## src/adcc_pkg.sv

```systemverilog
// package: register map, fields and timing constants of the converter control
`default_nettype none
package adcc_pkg;
	// register word offsets on the bus
	localparam logic [3:0] CONTROL_OFS  = 4'h0;
	localparam logic [3:0] POSSEL_OFS   = 4'h1;
	localparam logic [3:0] NEGSEL_OFS   = 4'h2;
	localparam logic [3:0] STATUS_OFS   = 4'h3;
	localparam logic [3:0] RESULT_OFS   = 4'h4;
	localparam logic [3:0] GAIN_OFS     = 4'h5;
	// control field positions, then the code position in the result word
	localparam int POS_BYP_BIT  = 15;
	localparam int NEG_BYP_BIT  = 14;
	localparam int CLKDIV_LSB   = 11;
	localparam int ACQ_LSB      = 8;
	localparam int ENABLE_BIT   = 7;
	localparam int POWER_BIT    = 5;
	localparam int MODE_LSB     = 3;
	localparam int RESULT_LSB   = 16;
	// reset values
	localparam logic [15:0] CONTROL_RST = 16'h0A00;
	localparam logic [4:0]  GAIN_RST    = 5'h00;
	// conversion core cycles beyond acquisition
	localparam logic [7:0]  CONV_CLOCKS = 8'h13;
	// mode encodings
	typedef enum logic [1:0]
	{
		MODE_SINGLE = 2'b00,
		MODE_DIFF   = 2'b01,
		MODE_PSEUDO = 2'b10,
		MODE_RSVD   = 2'b11
	} adcc_mode_type;
	// trigger source encodings
	typedef enum logic [2:0]
	{
		TRIG_PIN   = 3'b000,
		TRIG_TMR1  = 3'b001,
		TRIG_TMR0  = 3'b010,
		TRIG_SWONE = 3'b011,
		TRIG_SWCON = 3'b100,
		TRIG_LOGIC = 3'b101,
		TRIG_PWM   = 3'b110,
		TRIG_RSVD  = 3'b111
	} adcc_trig_type;
	// sequencer states, gray along idle-acquire-convert
	typedef enum logic [1:0]
	{
		ST_IDLE    = 2'b00,
		ST_ACQUIRE = 2'b01,
		ST_CONVERT = 2'b11,
		ST_FINISH  = 2'b10
	} adcc_state_type;
endpackage : adcc_pkg
`default_nettype wire

```

## src/adcc_clkdiv.sv

```systemverilog
// converter clock enable generator: divide core clock by 1..32
`default_nettype none
module adcc_clkdiv
	import adcc_pkg::*;
(
	// system
	input  wire logic       clk,
	input  wire logic       rst,
	// divider select and enable tick
	input  wire logic [2:0] divSel,
	output logic            tick
);
	typedef struct packed
	{
		logic [4:0] cnt;
		logic       tick;
	} adcc_div_type;
	adcc_div_type s_q;
	adcc_div_type s_d;
	logic [4:0] lim;

	///////////////////////////////////////////////////////////////////////
	// terminal count; codes above 5 saturate at divide-by-32
	always_comb
	begin
		lim = (divSel > 3'h5) ? 5'h1F : 5'((6'h01 << divSel) - 6'h01);
		s_d = s_q;
		s_d.tick = (s_q.cnt >= lim);
		s_d.cnt = s_d.tick ? 5'h00 : 5'(s_q.cnt + 5'h01);
	end

	always_ff @(posedge clk or posedge rst)
	begin
		if (rst)
			s_q <= '0;
		else
			s_q <= s_d;
	end

	assign tick = s_q.tick;
endmodule // adcc_clkdiv
`default_nettype wire

```

## src/adcc_format.sv

```systemverilog
// result formatter: straight binary or shifted two's complement word
`default_nettype none
module adcc_format
	import adcc_pkg::*;
(
	// system
	input  wire logic        clk,
	input  wire logic        rst,
	// raw code and mode
	input  wire logic        load,
	input  wire logic [11:0] rawCode,
	input  wire logic [1:0]  mode,
	// formatted word
	output logic [31:0]      word
);
	typedef struct packed
	{
		logic [31:0] word;
	} adcc_fmt_type;
	adcc_fmt_type s_q;
	adcc_fmt_type s_d;
	logic [11:0] signedCode;

	///////////////////////////////////////////////////////////////////////
	// differential: offset code to two's complement, then arithmetic >>1
	always_comb
	begin
		signedCode = rawCode ^ 12'h800;
		s_d = s_q;
		if (load)
		begin
			if (mode == MODE_DIFF)
				s_d.word = {{5{signedCode[11]}}, signedCode[11:1],
					16'h0000};
			else
				s_d.word = {4'h0, rawCode, 16'h0000};
		end
	end

	always_ff @(posedge clk or posedge rst)
	begin
		if (rst)
			s_q <= '0;
		else
			s_q <= s_d;
	end

	assign word = s_q.word;
endmodule // adcc_format
`default_nettype wire

```

## src/adcc_top.sv

```systemverilog
// converter control: register slave, trigger select, sequencer, analog cfg
//
// Our own choices: the register addresses and the Avalon-MM slave port.
`default_nettype none
module adcc_top
	import adcc_pkg::*;
(
	// system
	input  wire logic        clk,
	input  wire logic        rst,
	// avalon-mm slave
	input  wire logic [3:0]  address,
	input  wire logic        read,
	input  wire logic        write,
	input  wire logic [31:0] writedata,
	output logic [31:0]      readdata,
	output logic             waitrequest,
	// trigger sources
	input  wire logic        convStartPin,
	input  wire logic        logicArrayTrig,
	input  wire logic        timer0Ovf,
	input  wire logic        timer1Ovf,
	input  wire logic        pwmTrig,
	// successive approximation core result
	input  wire logic [11:0] sarCode,
	// analog front-end controls
	output logic [4:0]       posChannel,
	output logic [4:0]       negChannel,
	output logic [4:0]       amplifierGain,
	output logic             posBufferBypass,
	output logic             negBufferBypass,
	output logic [1:0]       inputMode,
	output logic             powerUp,
	output logic             sampleHold,
	// status
	output logic             convertingIndicator,
	output logic             conversionDone
);
	typedef struct packed
	{
		logic [15:0]    ctrl;
		logic [4:0]     posSel;
		logic [4:0]     negSel;
		logic [4:0]     gain;
		logic           ready;
		logic [7:0]     cnt;
		adcc_state_type state;
		logic           trigPrev;
		logic [31:0]    rdata;
		logic           ack;
		logic           busy;
		logic           done;
		logic           hold;
	} adcc_top_type;
	adcc_top_type s_q;
	adcc_top_type s_d;

	logic        tick;
	logic [31:0] resultWord;
	logic        trigLevel;
	logic        trigStart;
	logic        swStart;
	logic        access;
	logic [7:0]  acqClocks;
	logic        finishing;

	///////////////////////////////////////////////////////////////////////
	// converter clock divider and result formatter
	adcc_clkdiv u_div
	(
		.clk    (clk),
		.rst    (rst),
		.divSel (s_q.ctrl[CLKDIV_LSB +: 3]),
		.tick   (tick)
	);

	adcc_format u_fmt
	(
		.clk     (clk),
		.rst     (rst),
		.load    (finishing),
		.rawCode (sarCode),
		.mode    (s_q.ctrl[MODE_LSB +: 2]),
		.word    (resultWord)
	);

	///////////////////////////////////////////////////////////////////////
	// acquisition clocks: 2 << code, codes above 5 held at 64
	always_comb
	begin
		if (s_q.ctrl[ACQ_LSB +: 3] > 3'h5)
			acqClocks = 8'h40;
		else
			acqClocks = 8'((9'h002 << s_q.ctrl[ACQ_LSB +: 3]));
	end

	// hardware trigger level chosen by the conversion type field
	always_comb
	begin
		case (adcc_trig_type'(s_q.ctrl[2:0]))
			TRIG_PIN:   trigLevel = convStartPin;
			TRIG_TMR1:  trigLevel = timer1Ovf;
			TRIG_TMR0:  trigLevel = timer0Ovf;
			TRIG_LOGIC: trigLevel = logicArrayTrig;
			TRIG_PWM:   trigLevel = pwmTrig;
			default:    trigLevel = 1'b0;
		endcase
	end

	assign trigStart = trigLevel && !s_q.trigPrev;
	assign swStart = (s_q.ctrl[2:0] == TRIG_SWONE)
		|| (s_q.ctrl[2:0] == TRIG_SWCON);
	assign access = (read || write) && !s_q.ack;
	assign finishing = (s_q.state == ST_CONVERT) && tick && (s_q.cnt == 8'h01);

	///////////////////////////////////////////////////////////////////////
	// next state: bus slave, sequencer, status
	always_comb
	begin
		s_d = s_q;
		s_d.ack = access;
		s_d.done = 1'b0;
		s_d.trigPrev = trigLevel;
		// bus write; one wait state, taken when ack goes high
		if (write && s_q.ack)
		begin
			case (address)
				CONTROL_OFS: s_d.ctrl = writedata[15:0];
				POSSEL_OFS:  s_d.posSel = writedata[4:0];
				NEGSEL_OFS:  s_d.negSel = writedata[4:0];
				GAIN_OFS:    s_d.gain = writedata[4:0];
				default:     s_d.ctrl = s_d.ctrl;
			endcase
		end
		// bus read data, registered in the wait cycle
		if (read && !s_q.ack)
		begin
			case (address)
				CONTROL_OFS: s_d.rdata = {16'h0000, s_q.ctrl};
				POSSEL_OFS:  s_d.rdata = {27'h0, s_q.posSel};
				NEGSEL_OFS:  s_d.rdata = {27'h0, s_q.negSel};
				STATUS_OFS:  s_d.rdata = {31'h0, s_q.ready};
				RESULT_OFS:  s_d.rdata = resultWord;
				GAIN_OFS:    s_d.rdata = {27'h0, s_q.gain};
				default:     s_d.rdata = 32'h0000_0000;
			endcase
		end
		// result read clears ready; a new result in same cycle wins
		if (read && s_q.ack && address == RESULT_OFS)
			s_d.ready = 1'b0;
		// sequencer; acquire and convert counts stepped on converter clock ticks
		case (s_q.state)
			ST_IDLE:
			begin
				if (s_q.ctrl[ENABLE_BIT] && s_q.ctrl[POWER_BIT]
					&& (swStart || trigStart))
				begin
					s_d.state = ST_ACQUIRE;
					s_d.cnt = acqClocks;
					s_d.busy = 1'b1;
					s_d.hold = 1'b0;
				end
			end
			ST_ACQUIRE:
			begin
				if (tick)
				begin
					s_d.cnt = 8'(s_q.cnt - 8'h01);
					if (s_q.cnt == 8'h01)
					begin
						s_d.state = ST_CONVERT;
						s_d.cnt = CONV_CLOCKS;
						s_d.hold = 1'b1;
					end
				end
			end
			ST_CONVERT:
			begin
				if (tick)
				begin
					s_d.cnt = 8'(s_q.cnt - 8'h01);
					if (s_q.cnt == 8'h01)
					begin
						s_d.state = ST_FINISH;
						s_d.hold = 1'b0;
					end
				end
			end
			ST_FINISH:
			begin
				s_d.ready = 1'b1;
				s_d.done = 1'b1;
				s_d.hold = 1'b0;
				if (s_q.ctrl[2:0] == TRIG_SWONE)
					s_d.ctrl[2:0] = TRIG_PIN;
				// still-asserted trigger or continuous mode reruns
				if (s_q.ctrl[ENABLE_BIT] && s_q.ctrl[POWER_BIT]
					&& (trigLevel || s_q.ctrl[2:0] == TRIG_SWCON))
				begin
					s_d.state = ST_ACQUIRE;
					s_d.cnt = acqClocks;
				end
				else
				begin
					s_d.state = ST_IDLE;
					s_d.busy = 1'b0;
				end
			end
			default:
			begin
				s_d.state = ST_IDLE;
				s_d.busy = 1'b0;
			end
		endcase
	end

	always_ff @(posedge clk or posedge rst)
	begin
		if (rst)
		begin
			s_q <= '0;
			s_q.ctrl <= CONTROL_RST;
			s_q.gain <= GAIN_RST;
			s_q.state <= ST_IDLE;
		end
		else
			s_q <= s_d;
	end

	///////////////////////////////////////////////////////////////////////
	// outputs, all from flops; amplifier has no bypass field
	assign readdata = s_q.rdata;
	assign waitrequest = !s_q.ack;
	assign posChannel = s_q.posSel;
	assign negChannel = s_q.negSel;
	assign amplifierGain = s_q.gain;
	assign posBufferBypass = s_q.ctrl[POS_BYP_BIT];
	assign negBufferBypass = s_q.ctrl[NEG_BYP_BIT];
	assign inputMode = s_q.ctrl[MODE_LSB +: 2];
	assign powerUp = s_q.ctrl[POWER_BIT];
	assign sampleHold = s_q.hold;
	assign convertingIndicator = s_q.busy;
	assign conversionDone = s_q.done;
endmodule // adcc_top
`default_nettype wire

```

## config.mk

```make
export PLATFORM = sky130hd
export DESIGN_NAME = adcc_top
export DESIGN_NICKNAME = d
export VERILOG_FILES = /design/src/adcc_pkg.sv /design/src/adcc_clkdiv.sv /design/src/adcc_format.sv /design/src/adcc_top.sv
export SDC_FILE = /design/constraint.sdc
export NUM_CORES = 1
export LEC_CHECK = 0
export BUFFER_PORTS_ARGS = -buffer_cell sky130_fd_sc_hd__buf_2
export CAP_MARGIN = 20
export CORE_ASPECT_RATIO = 0.9
export CORE_MARGIN = 2
export CORE_UTILIZATION = 25
export DETAILED_ROUTE_END_ITERATION = 10
export MAX_ROUTING_LAYER = met4
export PLACE_DENSITY_LB_ADDON = 0.15
export SETUP_SLACK_MARGIN = 0.15
export SLEW_MARGIN = 30
export SYNTH_ARGS = -nofsm -noshare
export SYNTH_HDL_FRONTEND = slang
export SYNTH_SLANG_ARGS = --single-unit
```

## constraint.sdc

```tcl
create_clock -name clk -period 4.3 [get_ports clk]
set_input_delay 0.215 -clock clk [delete_from_list [all_inputs] [get_ports clk]]
set_output_delay 0.215 -clock clk [all_outputs]
set_load 0.05 [all_outputs]
```

Yosys cells after proc, flatten, opt, wreduce, memory -nomap -nowiden
Index checks and enable logic that the tools add are counted.
Cells by class
  bitwise operators: 1
  divide/modulo/power cells: 0
  order comparisons: 3
  reductions and logical operators: 29
  equality and inequality tests: 23
  multiply operators: 0
  multiplexer cells: 33
  $add $sub $neg: 3
  shifts and indexed selects: 2
Operators with widths (number)
  case mux 32 bit (6 select lines): 1
  two-way mux 10 bit: 4
  case mux 10 bit (4 select lines): 1
  two-way mux 32 bit: 1
  two-way mux 5 bit: 5
  two-way mux 18 bit: 1
  two-way mux 8 bit: 2
  logical AND 1 bit: 11
  two-way mux 1 bit: 11
  equality test 3 bit (second input constant): 3
  two-way mux 3 bit: 3
  equality test 4 x 2 -> 1 bit (second input constant): 2
  equality test 4 x 3 -> 1 bit (second input constant): 2
  equality test 8 x 1 -> 1 bit (second input constant): 1
  != test 2 bit (second input constant): 4
  AND reduction 2 bit: 4
  left shift 2 x 3 -> 8 bit (first input constant): 1
  subtractor 8 x 1 -> 8 bit (second input constant): 1
  equality test 3 x 2 -> 1 bit (second input constant): 2
  > comparator 3 bit (second input constant): 2
  != test 2 x 1 -> 1 bit (second input constant): 3
  adder 5 x 1 -> 5 bit (second input constant): 1
  >= comparator 5 bit: 1
  case mux 1 bit (5 select lines): 1
  19 further kinds: 26
Storage, ports and cells
  output and inout bits: 56
  bits in latches: 0
  memory bits (writable): 0
  bits in registers: 117
  input port bits: 57
  memories kept: 0
  logic and storage cells: 111
  ROM bits: 0

Depth between registers and ports, before layout
Gate-level depths: netlist (run 1).
  depth in word-level cells: 7
  mapped depth: 12
  gate-level depth less buffers: 11

By module
From an unflattened synthesis (run 1), not the netlist that was laid out.
Second synthesis, totals
  cells, all modules: 576
  area, all modules: 5486.5 um^2
By module, submodules not included
  adcc_top: cells each 440, seq. area each 1979.4 um^2, times used 1, area each 4112.7 um^2
  adcc_format: cells each 91, seq. area each 325.3 um^2, times used 1, area each 932.1 um^2
  adcc_clkdiv: cells each 45, seq. area each 150.1 um^2, times used 1, area each 441.7 um^2

Worst setup path before layout (run 1)
No wires, ideal clock.
  kind: flip-flop to flip-flop
  start point: reg s_q[75] (netlist name)
  end point: reg u_div.s_q[3] (netlist name)
  slack: 1921 ps
  arrival: 2307 ps
  library setup time: 72 ps
  required time: 4228 ps
  buffers on the path: 1
  period minus slack after synthesis: 2379 ps
  cell stages (with the launch flop): 12
  cells stage by stage: dfrtp_1 -> clkbuf_1 -> or3_1 -> ha_1 -> nor2b_1 -> a21oi_1 -> o22ai_1 -> ha_1 -> a21o_1 -> a21o_1 -> a21o_1 -> nor2_1
RTL lines
  start, declared: RTL line adcc_top.sv:55  | adcc_top_type s_q;
  end signal, assigned: RTL line adcc_clkdiv.sv:35  | s_q <= '0;
  end signal, assigned: RTL line adcc_clkdiv.sv:37  | s_q <= s_d;
  end, declared: RTL line adcc_clkdiv.sv:18  | adcc_div_type s_q;

==> metrics.txt, run 1 <==
sum of negative setup slack 0 ps; CP Max Fanout 10; Max Cap Violations 0; Core Area between 15000 and 20000 um2; Slew Limit Fails 0; # hold bufs at CTS 0; Setup crit end kind register; Slew @ Worst Pin roughly 870 ps; Switching Power between 900 and 1000 uW; Initial Utilization between 20% and 30%; sequential area share after synthesis around 48%; Die Y between 100 and 150 um; clk_lat worst skew about 350 ps; first-pass GRT wire length a little under 20000 um; Rows between 40 and 50; DRT Wirelength about 12000 um; DP HPWL approximately 8600 um; layout cells sized above 1 a little under a third; GPL Wtd Cong ~0.79; Hold Vio Cnt, Final 7; Root Buffer clkbuf_16; async set or reset register ratio after synthesis 100.0%; CTS buffer count 9; vias per cell around 4.4; Mapped Avg Cell Area slightly above 10 um2; FF-to-FF Start s_q[75]; Horiz. Die Dim 153.0 um; most frequent CP cell a21o_1; top cells by area, synth dfrtp_1 47%, buf_4 7.5%, mux2_2 6.8%, mux2i_1 4.8%, nand2_1 3.5%; Req. time, crit path between 4000 and 5000 ps; Synthesis Warnings 0; synthesized area ~5000 um2; gr usage total between 10% and 20%; Area Overhead vs Synth 13.08%; count leader, synth dfrtp_1; capture point of the worst reg-to-reg path u_div.s_q[5]; crit-path cells or3_1 > ha_1 > a21boi_0 > ha_1 > a21o_1 > a21o_1 > a21o_1 > a21o_1 > nor2_1; Primary FF master, synth dfrtp_1; fill count 2072; maximum vdd ir drop about 0.00021 V; crit start category register; Finish-stage setup viols 0; leakage power 0.002722 uW; H-Tree Depth 3; Detail Route Antenna Nets 0; First-pass DRT Iterations 4; type of the worst setup path reg2reg; Die Area between 20000 and 25000 um2; clock share of power approximately 29%; relative slew slack 41.66%; clk slew on worst S/H paths approximately 70 ps; power per cell area a little under 500 nW/um2; Comb pwr share approximately 28%; post-CTS setup buffers 0; clock skew between 9 and 10 ps; GRT overflow 0; r2r setup slk between 1500 and 2000 ps; top cell type by total area after synthesis dfrtp_1; FMAX roughly 390 MHz; CTS tree built; #FFs+latches synth between 90 and 100; clock sinks 95; Arr. time, crit path about 2800 ps; Tcrit/Tclk final between 50% and 60%; number of remaining DRC errors 0; worst-case clock buffer depth 2; sequential share of power between 40 and 50%; post-cts gate resize count 0; worst r2r path cells 9; number of global-route vias before repair between 3000 and 4000; switch share around 37%; Slowest-stage cell, CP dfrtp_1; pin count of the biggest net entering global routing between 50 and 60; Vias 3475; # nets final slightly below 600; synthesized net count between 500 and 600; Int Power approximately 1700 uW; Yosys cell types between 50 and 60; Starting DRT DRC Count 149; top cells by count, synth 93 x dfrtp_1, 50 x buf_4, 46 x nand2_1, 38 x nor2_1, 30 x mux2_2; worst hold slack -7.189 ps; outcome complete, but fails checks; IO Port Bufs between 90 and 100; failing checks hold timing; IO Pins approximately 110; initial antenna violation count 0; ant diodes 0; Hold Path Class in2async; Tmin final approximately 2500 ps; Routed WL per cell approximately 15 um; Post-synth EDFFs 0; Gate Count Post-Synth between 400 and 500; share of the synthesized area in the top cell type a little under half; unrepaired setup endpoints after global routing no; crit-path max cell delay around 480 ps
==> cell type report <==
cell class              count  area, um2  area share [%]
clock inverters             7      63.81           1.130
multi-input cells         300       2072           36.69
flip-flops and latches     95       2380           42.14
inverters                  14      55.05          0.9747
repair buffers            102      533.0           9.437
well taps                 255      319.1           5.649
clock buffers               9      225.2           3.988
==> cell usage in the layout, fill, tap and decap left out, drive strengths merged, types with 2 or more instances in the layout <==
| cell type | netlist | final |
|---|---|---|
| clkbuf | 15 | 9 |
| and3 | 2 | 2 |
| o22ai | 8 | 8 |
| a22o | 17 | 17 |
| a21oi | 22 | 22 |
| nand3 | 9 | 9 |
| nor3 | 5 | 5 |
| mux2i | 24 | 24 |
| nand3b | 4 | 4 |
| clkinv | 0 | 3 |
| dfrtp | 93 | 93 |
| a21boi | 3 | 3 |
| buf | 59 | 102 |
| dfstp | 2 | 2 |
| nor3b | 3 | 3 |
| or3 | 4 | 4 |
| o31ai | 2 | 2 |
| nor2b | 4 | 4 |
| a21o | 6 | 6 |
| inv | 14 | 17 |
| a31oi | 2 | 2 |
| xor2 | 2 | 2 |
| o21a | 2 | 2 |
| nor2 | 39 | 39 |
| ha | 10 | 10 |
| nand4 | 2 | 2 |
| nand2 | 46 | 46 |
| nand2b | 8 | 8 |
| o21ai | 25 | 25 |
| mux2 | 30 | 30 |
| o211ai | 4 | 4 |
==> worst max-delay path by stage <==
stage / start / endpoint / depth (start not counted) / slack [ps]
floorplan: rst / amplifierGain[0] / 1 / 1610
global placement: s_q[75] / u_div.s_q[5] / 9 / 1800
detailed placement: s_q[75] / u_div.s_q[4] / 9 / 1770
CTS: s_q[75] / u_div.s_q[5] / 9 / 1740
global route: s_q[40] / s_q[41] / 8 / 1540
finish: s_q[75] / u_div.s_q[5] / 9 / 1760
==> power groups by stage <==
stage / registers, uW / logic (uW) / clock network, uW
after global placement: 1190 / 750 / 0
final: 1180 / 753 / 783
after floorplan: 1150 / 670 / 0
after detailed placement: 1190 / 763 / 0
after CTS: 1180 / 765 / 825
after global routing: 1210 / 837 / 854
==> per-layer routing <==
layer	track usage, %	vias to the layer above	part of all wire, %
met5	-	-	0
met4	3.655	0	1.4
met3	3.480	13	4.9
met2	18.34	73	47
met1	15.48	1675	47
li1	-	1714	-
==> through the flow <==
step           utilization [%]  cells  setup slack (ps)  area [um2]  power [uW]
6_report                 28.52    782              1764        5648        2713
5_1_grt                  28.52    782              1536        5648        2897
4_1_cts                  28.52    782              1741        5648        2770
3_5_place_dp             27.06    766              1768        5359        1958
3_3_place_gp             26.99    765              1804        5344        1941
2_1_floorplan                -    483              1611        4995        1818
==> sequential cells by signal (all words and copies together), names as in the netlist, 2 cells and up <==
name,count
posChannel,5
inputMode,2
s_q,24
amplifierGain,5
negChannel,5
u_div.s_q,5
u_fmt.word,13
readdata,29
==> worst max-delay path, delay by kind of cell, from the launching register on <==
kind / cells / cell delay [ps]
AOI/OAI and AO/OA: 5 / 950
adders and majority gates: 2 / 550
DFF: 1 / 480
and+or+nand+nor: 2 / 490
==> logic make-up (layout without fill, tap and decap cells) <==
family / count (synthesis) / after routing / synth area share, %
simple gates: 133 / 133 / 13.00
buf+inv: 88 / 132 / 11.00
flops: 95 / 95 / 47.65
mux: 54 / 54 / 11.57
xor+xnor: 3 / 3 / 0.5261
fa+ha+maj: 10 / 10 / 2.505
compound gates: 100 / 100 / 13.75
Power figures use the tool's default switching activity.
==> inputs of run 2 (changes only) <==
--- a/config.mk
+++ b/config.mk
@@ -5,6 +5,7 @@
 export SDC_FILE = /design/constraint.sdc
 export NUM_CORES = 1
 export LEC_CHECK = 0
+export ABC_AREA = 1
 export BUFFER_PORTS_ARGS = -buffer_cell sky130_fd_sc_hd__buf_2
 export CAP_MARGIN = 20
 export CORE_ASPECT_RATIO = 0.9
==> constraint.sdc (replaced) <==
create_clock -name clk -period 2.6 [get_ports clk]
set_input_delay 0.13 -clock clk [delete_from_list [all_inputs] [get_ports clk]]
set_output_delay 0.13 -clock clk [all_outputs]
set_load 0.05 [all_outputs]
==> run 2 against run 1 <==
The flow now finishes without violations; power up 100%; clock power up 80%; cell count up 15%; die area up 2.8%; register-to-register slack worse by 1400 ps; sequential power up 76%; critical endpoint is now u_div.s_q[1]; largest cell class unchanged; largest power group unchanged.
==> metrics.txt, run 2 <==
CTS tree built; Slew @ Worst Pin around 650 ps; mux share of post-synthesis cell area between 2 and 3%; Int Power between 3000 and 4000 uW; CP Max Fanout 6; Hold Path Class in2reg; critical path startpoint s_q[75]; Req. time, crit path 2820 ps; type of the worst setup path reg2reg; sequential area share after synthesis 46.31%; relative slew slack 56.53%; number of remaining DRC errors 0; Comb pwr share a little under two fifths; share of the synthesized area in the top cell type 45.29%; most frequent cells in the layout 117 x nand2_1, 96 x buf_2, 93 x dfrtp_1, 68 x o21ai_0, 54 x nor2_1; Top delay family on crit path compound AO/OA/AOI/OAI gates; worst-case clock buffer depth 2; Starting DRT DRC Count 190; synthesized area approximately 5000 um2; DRT Wirelength around 14000 um; leakage power slightly below 0.003 uW; Arr. time, crit path around 2500 ps; maximum vdd ir drop a little under 0.0004 V; capture point of the worst reg-to-reg path u_div.s_q[1]; Synthesis Warnings 0; Vias roughly 4100; Tmin final between 2000 and 2500 ps; Tcrit/Tclk final a little under nine tenths; Initial Utilization about a quarter; Setup crit end kind register; worst r2r path cells 11; FMAX between 400 and 500 MHz; DP HPWL ~10000 um; power per cell area ~940 nW/um2; Primary FF master, synth dfrtp_1; r2r setup slk between 300 and 400 ps; simple-gate share of the synthesized area about a fifth; switch share between 40% and 50%; Routed WL per cell between 15 and 20 um; FF-to-FF Start s_q[75]; CP Depth 11; CTS buffer count 9; sum of negative setup slack 0 ps; Slowest-stage cell, CP dfrtp_1; synthesized net count between 600 and 700; post-synthesis adder-cell area fraction 2.435%; top cell type by total area after synthesis dfrtp_1; post-CTS setup buffers 0; H-Tree Depth 3; Post-Synth XOR/XNOR Area ~1.4%; Rows 49; Setup crit end u_div.s_q[1]; Detail Route Antenna Nets 0; async set or reset register ratio after synthesis 100.0%; First-pass DRT Iterations 7; Horiz. Die Dim around 160 um; post-synthesis compound-gate area fraction about an eighth; crit-path max cell delay 420 ps; max reg flops 29; #FFs+latches synth 95; worst path bufs/invs 2; clk slew on worst S/H paths roughly 70 ps; crit-path cells inv_1 > nand3_1 > ha_1 > nor3_1 > nor3_1 > ha_1 > inv_1 > o21bai_1 > a21oi_1 > o21bai_1 > nor2_1; Hold Vio Cnt, Final 0; Max Cap Violations 0; clock sinks 95; initial antenna violation count 1; most common cell after layout, fill and taps aside nand2_1; clock skew a little under 10 ps; total power roughly 5500 uW; Gate Count Post-Synth between 500 and 600; Finish-stage setup viols 0; Post-synth EDFFs 0; GPL Wtd Cong between 0.7 and 0.8; GRT overflow 0; Yosys cell types 41; Root Buffer clkbuf_16; first-pass GRT wire length 22020 um; clock share of power approximately a quarter; sequential share of power 37.7%; # nets final 708; worst hold slack between 10 and 15 ps; unrepaired setup endpoints after global routing no; Core Area ~20000 um2; IO Port Bufs 96; Die Y between 100 and 150 um; Slew Limit Fails 0; Mapped Avg Cell Area ~8.7 um2; IO Pins approximately 110; clk_lat worst skew around 350 ps; top cells by area, synth dfrtp_1 45%, nand2_1 8.5%, buf_4 7.3%, o21ai_0 6.6%, nor2_1 4.0%; largest family of logic cells by synthesized area simple AND/OR/NAND/NOR gates; Switching Power 2285 uW; pin count of the biggest net entering global routing 45; top cells by count, synth 117 x nand2_1, 93 x dfrtp_1, 68 x o21ai_0, 55 x nor2_1, 50 x buf_4; gr usage total 13.28%; number of global-route vias before repair about 4100; Die Area about 22000 um2; count leader, synth nand2_1; Area Overhead vs Synth 13.95%; crit start category register; outcome complete, no violations; layout cells sized above 1 around a quarter; vias per cell around 4.5
## run 2: cell types whose count changed after synthesis, sizes merged, moves of 18 or more
cell,change
nand2,+74
mux2,-18
mux2i,-24
nor2,+19
nand4,+18
inv,+37
o21ai,+51
nand3,+20
## run 2: what timing repair did
action                                 CTS  global route
hold buffers                             2             0
endpoints found under the hold margin   22             0
resized for setup                        0             0
## run 2: final cells by class
type | instances | area [um2]
diodes | 2 | 5.005
fillers | 2152 | 14190
repair buffers | 107 | 580.6
inverters | 51 | 195.2
well taps | 255 | 319.1
clock buffers | 12 | 236.5
flip-flops and latches | 95 | 2380
multi-input cells | 377 | 2069
clock inverters | 4 | 70.07
## run 2: kinds of logic (layout without fill, tap and decap cells)
| kind of cell | after synthesis | in the layout |
|---|---|---|
| adders and majority gates | 10 | 10 |
| buffers and inverters | 122 | 174 |
| xor gates and xnor gates | 8 | 8 |
| and+or+nand+nor | 235 | 235 |
| muxes | 12 | 12 |
| AOI/OAI and AO/OA | 112 | 112 |
| other | 0 | 2 |
| DFF | 95 | 95 |
## run 2: per-layer routing
layer	global-route usage, %	wire length, um	vias to the layer above
met3	3.929	786	13
li1	-	-	2013
met1	17.37	6666	1960
met4	4.337	221	0
met5	-	0	-
met2	19.70	6034	92
## run 2: how the worst min path moves through the flow
stage / from / endpoint / slack (ps) / cells after the start
final: writedata[14] / negBufferBypass / 10 / 2
after global placement: rst / powerUp / 240 / 2
after CTS: writedata[14] / negBufferBypass / 2 / 2
after floorplan: read / s_q[3] / 250 / 2
after detailed placement: rst / conversionDone / 240 / 2
after global routing: writedata[6] / s_q[69] / 4 / 2
## run 2: power groups by stage
stage          registers (uW)  logic (uW)  clock network (uW)
2_1_floorplan            2050        1750                   0
5_1_grt                  2120        2250                1530
4_1_cts                  2080        2040                1470
3_3_place_gp             2100        2000                   0
6_report                 2080        2020                1410
3_5_place_dp             2100        2030                   0
## run 2: stage by stage
step | utilization [%] | worst slack, ps | instance area (um2) | instances
global placement | 27.55 | 436.7 | 5524 | 883
detailed placement | 27.55 | 353.5 | 5524 | 883
finish | 29.21 | 362.4 | 5856 | 903
CTS | 29.18 | 339.4 | 5851 | 901
floorplan | - | 636.2 | 5142 | 594
global route | 29.20 | 159.7 | 5853 | 902
==> inputs of run 3 (changes only) <==
--- a/config.mk
+++ b/config.mk
@@ -9,7 +9,7 @@
 export BUFFER_PORTS_ARGS = -buffer_cell sky130_fd_sc_hd__buf_2
 export CAP_MARGIN = 20
 export CORE_ASPECT_RATIO = 0.9
-export CORE_MARGIN = 2
+export CORE_MARGIN = 8
 export CORE_UTILIZATION = 25
 export DETAILED_ROUTE_END_ITERATION = 10
 export MAX_ROUTING_LAYER = met4
==> run 3 against run 2 <==
Core utilization hardly changed; cell area barely moved; non-clock buffer count grew 2; global-route usage down 1.5 points; power down 1.0%; combinational power is essentially flat; sequential share of layout area barely moved; critical path depth unchanged; critical endpoint is now u_div.s_q[4]; largest cell class unchanged; highest routed layer unchanged.
==> metrics.txt, run 3 (same netlist as run 2, synthesis figures left out) <==
Detail Route Antenna Nets 0; Die Area ~25000 um2; CTS buffer count 9; CP Max Fanout 6; Core Area ~20000 um2; Vias 4142; vias per cell 4.587; Max Cap Violations 0; ant diodes 0; crit start category register; First-pass DRT Iterations 4; placed inst area around 5500 um2; type of the worst setup path reg2reg; clock skew 8.640 ps; pin count of the biggest net entering global routing 57; Arr. time, crit path approximately 2400 ps; Req. time, crit path approximately 2800 ps; Routed WL per cell roughly 16 um; Slew Limit Fails 0; clk_lat worst skew around 340 ps; Slew @ Worst Pin about 500 ps; maximum vdd ir drop 0.0002813 V; total power approximately 5500 uW; Area Overhead vs Synth 13.98%; Setup crit end kind register; # hold bufs at CTS 2; Rows between 40 and 50; Tmin final ~2200 ps; H-Tree Depth 3; outcome complete, no violations; DP HPWL 10440 um; Initial Utilization about 26%; Root Buffer clkbuf_16; crit-path cells inv_1 > nand3_1 > ha_1 > nor3_1 > nor3_1 > ha_1 > inv_1 > o21bai_1 > a21oi_1 > o21bai_1 > nor2_1; IO Pins approximately 110; CTS tree built; Starting DRT DRC Count 236; Horiz. Die Dim ~170 um; number of global-route vias before repair between 4000 and 5000; first-pass GRT wire length 23420 um; relative slew slack 67.45%; Top delay family on crit path compound AO/OA/AOI/OAI gates; leakage power ~0.003 uW; max reg flops 29; Finish-stage setup viols 0; FMAX between 400 and 500 MHz; GRT overflow 0; initial antenna violation count 0; post-cts gate resize count 0; Slowest-stage cell, CP dfrtp_1; post-route cell area between 5000 and 6000 um2; crit-path max cell delay between 400 and 500 ps; most frequent cells in the layout 117 x nand2_1, 96 x buf_2, 93 x dfrtp_1, 68 x o21ai_0, 54 x nor2_1; power per cell area 931.1 nW/um2; most common cell after layout, fill and taps aside nand2_1; Hold Path Class in2reg; sum of negative setup slack 0 ps; clk slew on worst S/H paths roughly 70 ps; unrepaired setup endpoints after global routing no; worst path bufs/invs 2; clock sinks 95; number of remaining DRC errors 0; # nets final a little over 700; Final Core Density between 20 and 30%; Hold Vio Cnt, Final 0; worst-case clock buffer depth 2; gr usage total roughly an eighth; layout cells sized above 1 between 20 and 30%; post-CTS setup buffers 0; Tcrit/Tclk final ~85%; IO Port Bufs 96; Die Y ~150 um; DRT Wirelength ~14000 um; GPL Wtd Cong a little over 0.8
==> run 3: cell types whose count changed in the layout (fill, tap and decap cells not counted), sizes merged <==
| cell | delta |
|---|---|
| clkinv | +2 |
| inv | +1 |
| diode | -2 |
| clkbuf | -2 |
| bufinv | -1 |
| buf | +2 |
==> run 3: stage by stage <==
stage	std cells	hold slack [ps]	setup slack (ps)
3_5_place_dp	885	74.48	388.8
3_3_place_gp	885	72.82	462.1
4_1_cts	903	5.012	375.8
2_1_floorplan	594	255.0	636.2
5_1_grt	903	4.469	180.1
6_report	903	22.63	377.9
==> run 3: path summary, 6_finish.rpt <==
kind | cells past startpoint | slack [ps] | from | endpoint
setup / recovery | 11 | 380 | s_q[75] | u_div.s_q[4]
hold / removal | 2 | 20 | writedata[7] | s_q[70]
setup reg to reg | 11 | 380 | s_q[75] | u_div.s_q[4]
hold reg to reg | 2 | 480 | s_q[44] | s_q[44]
max in group asynchronous | 4 | 1640 | rst | readdata[22]
min in group asynchronous | 3 | 270 | rst | s_q[36]
==> run 3: where the power goes <==
part           internal, uW  switching [uW]  leakage, uW
combinational           615            1410      0.00164
clock                   769             585     0.000152
sequential             1770             307      0.00118
==> run 3: area by class of cell <==
type                            count  area [um2]
Timing Repair Buffer              109       595.6
Sequential cell                    95        2380
Clock buffer                       10       239.0
Clock inverter                      6       58.81
Tap cell                          255       319.1
Fill cell                        2143       14190
Multi-Input combinational cell    377        2069
Inverter                           51       195.2
==> run 3: per-layer routing <==
layer / GRT usage [%] / vias to the layer above / wire (um)
li1: - / 2027 / -
met1: 15.57 / 1992 / 7209
met2: 17.76 / 108 / 6247
met3: 2.720 / 15 / 568
met4: 3.558 / 0 / 216
met5: - / - / 0
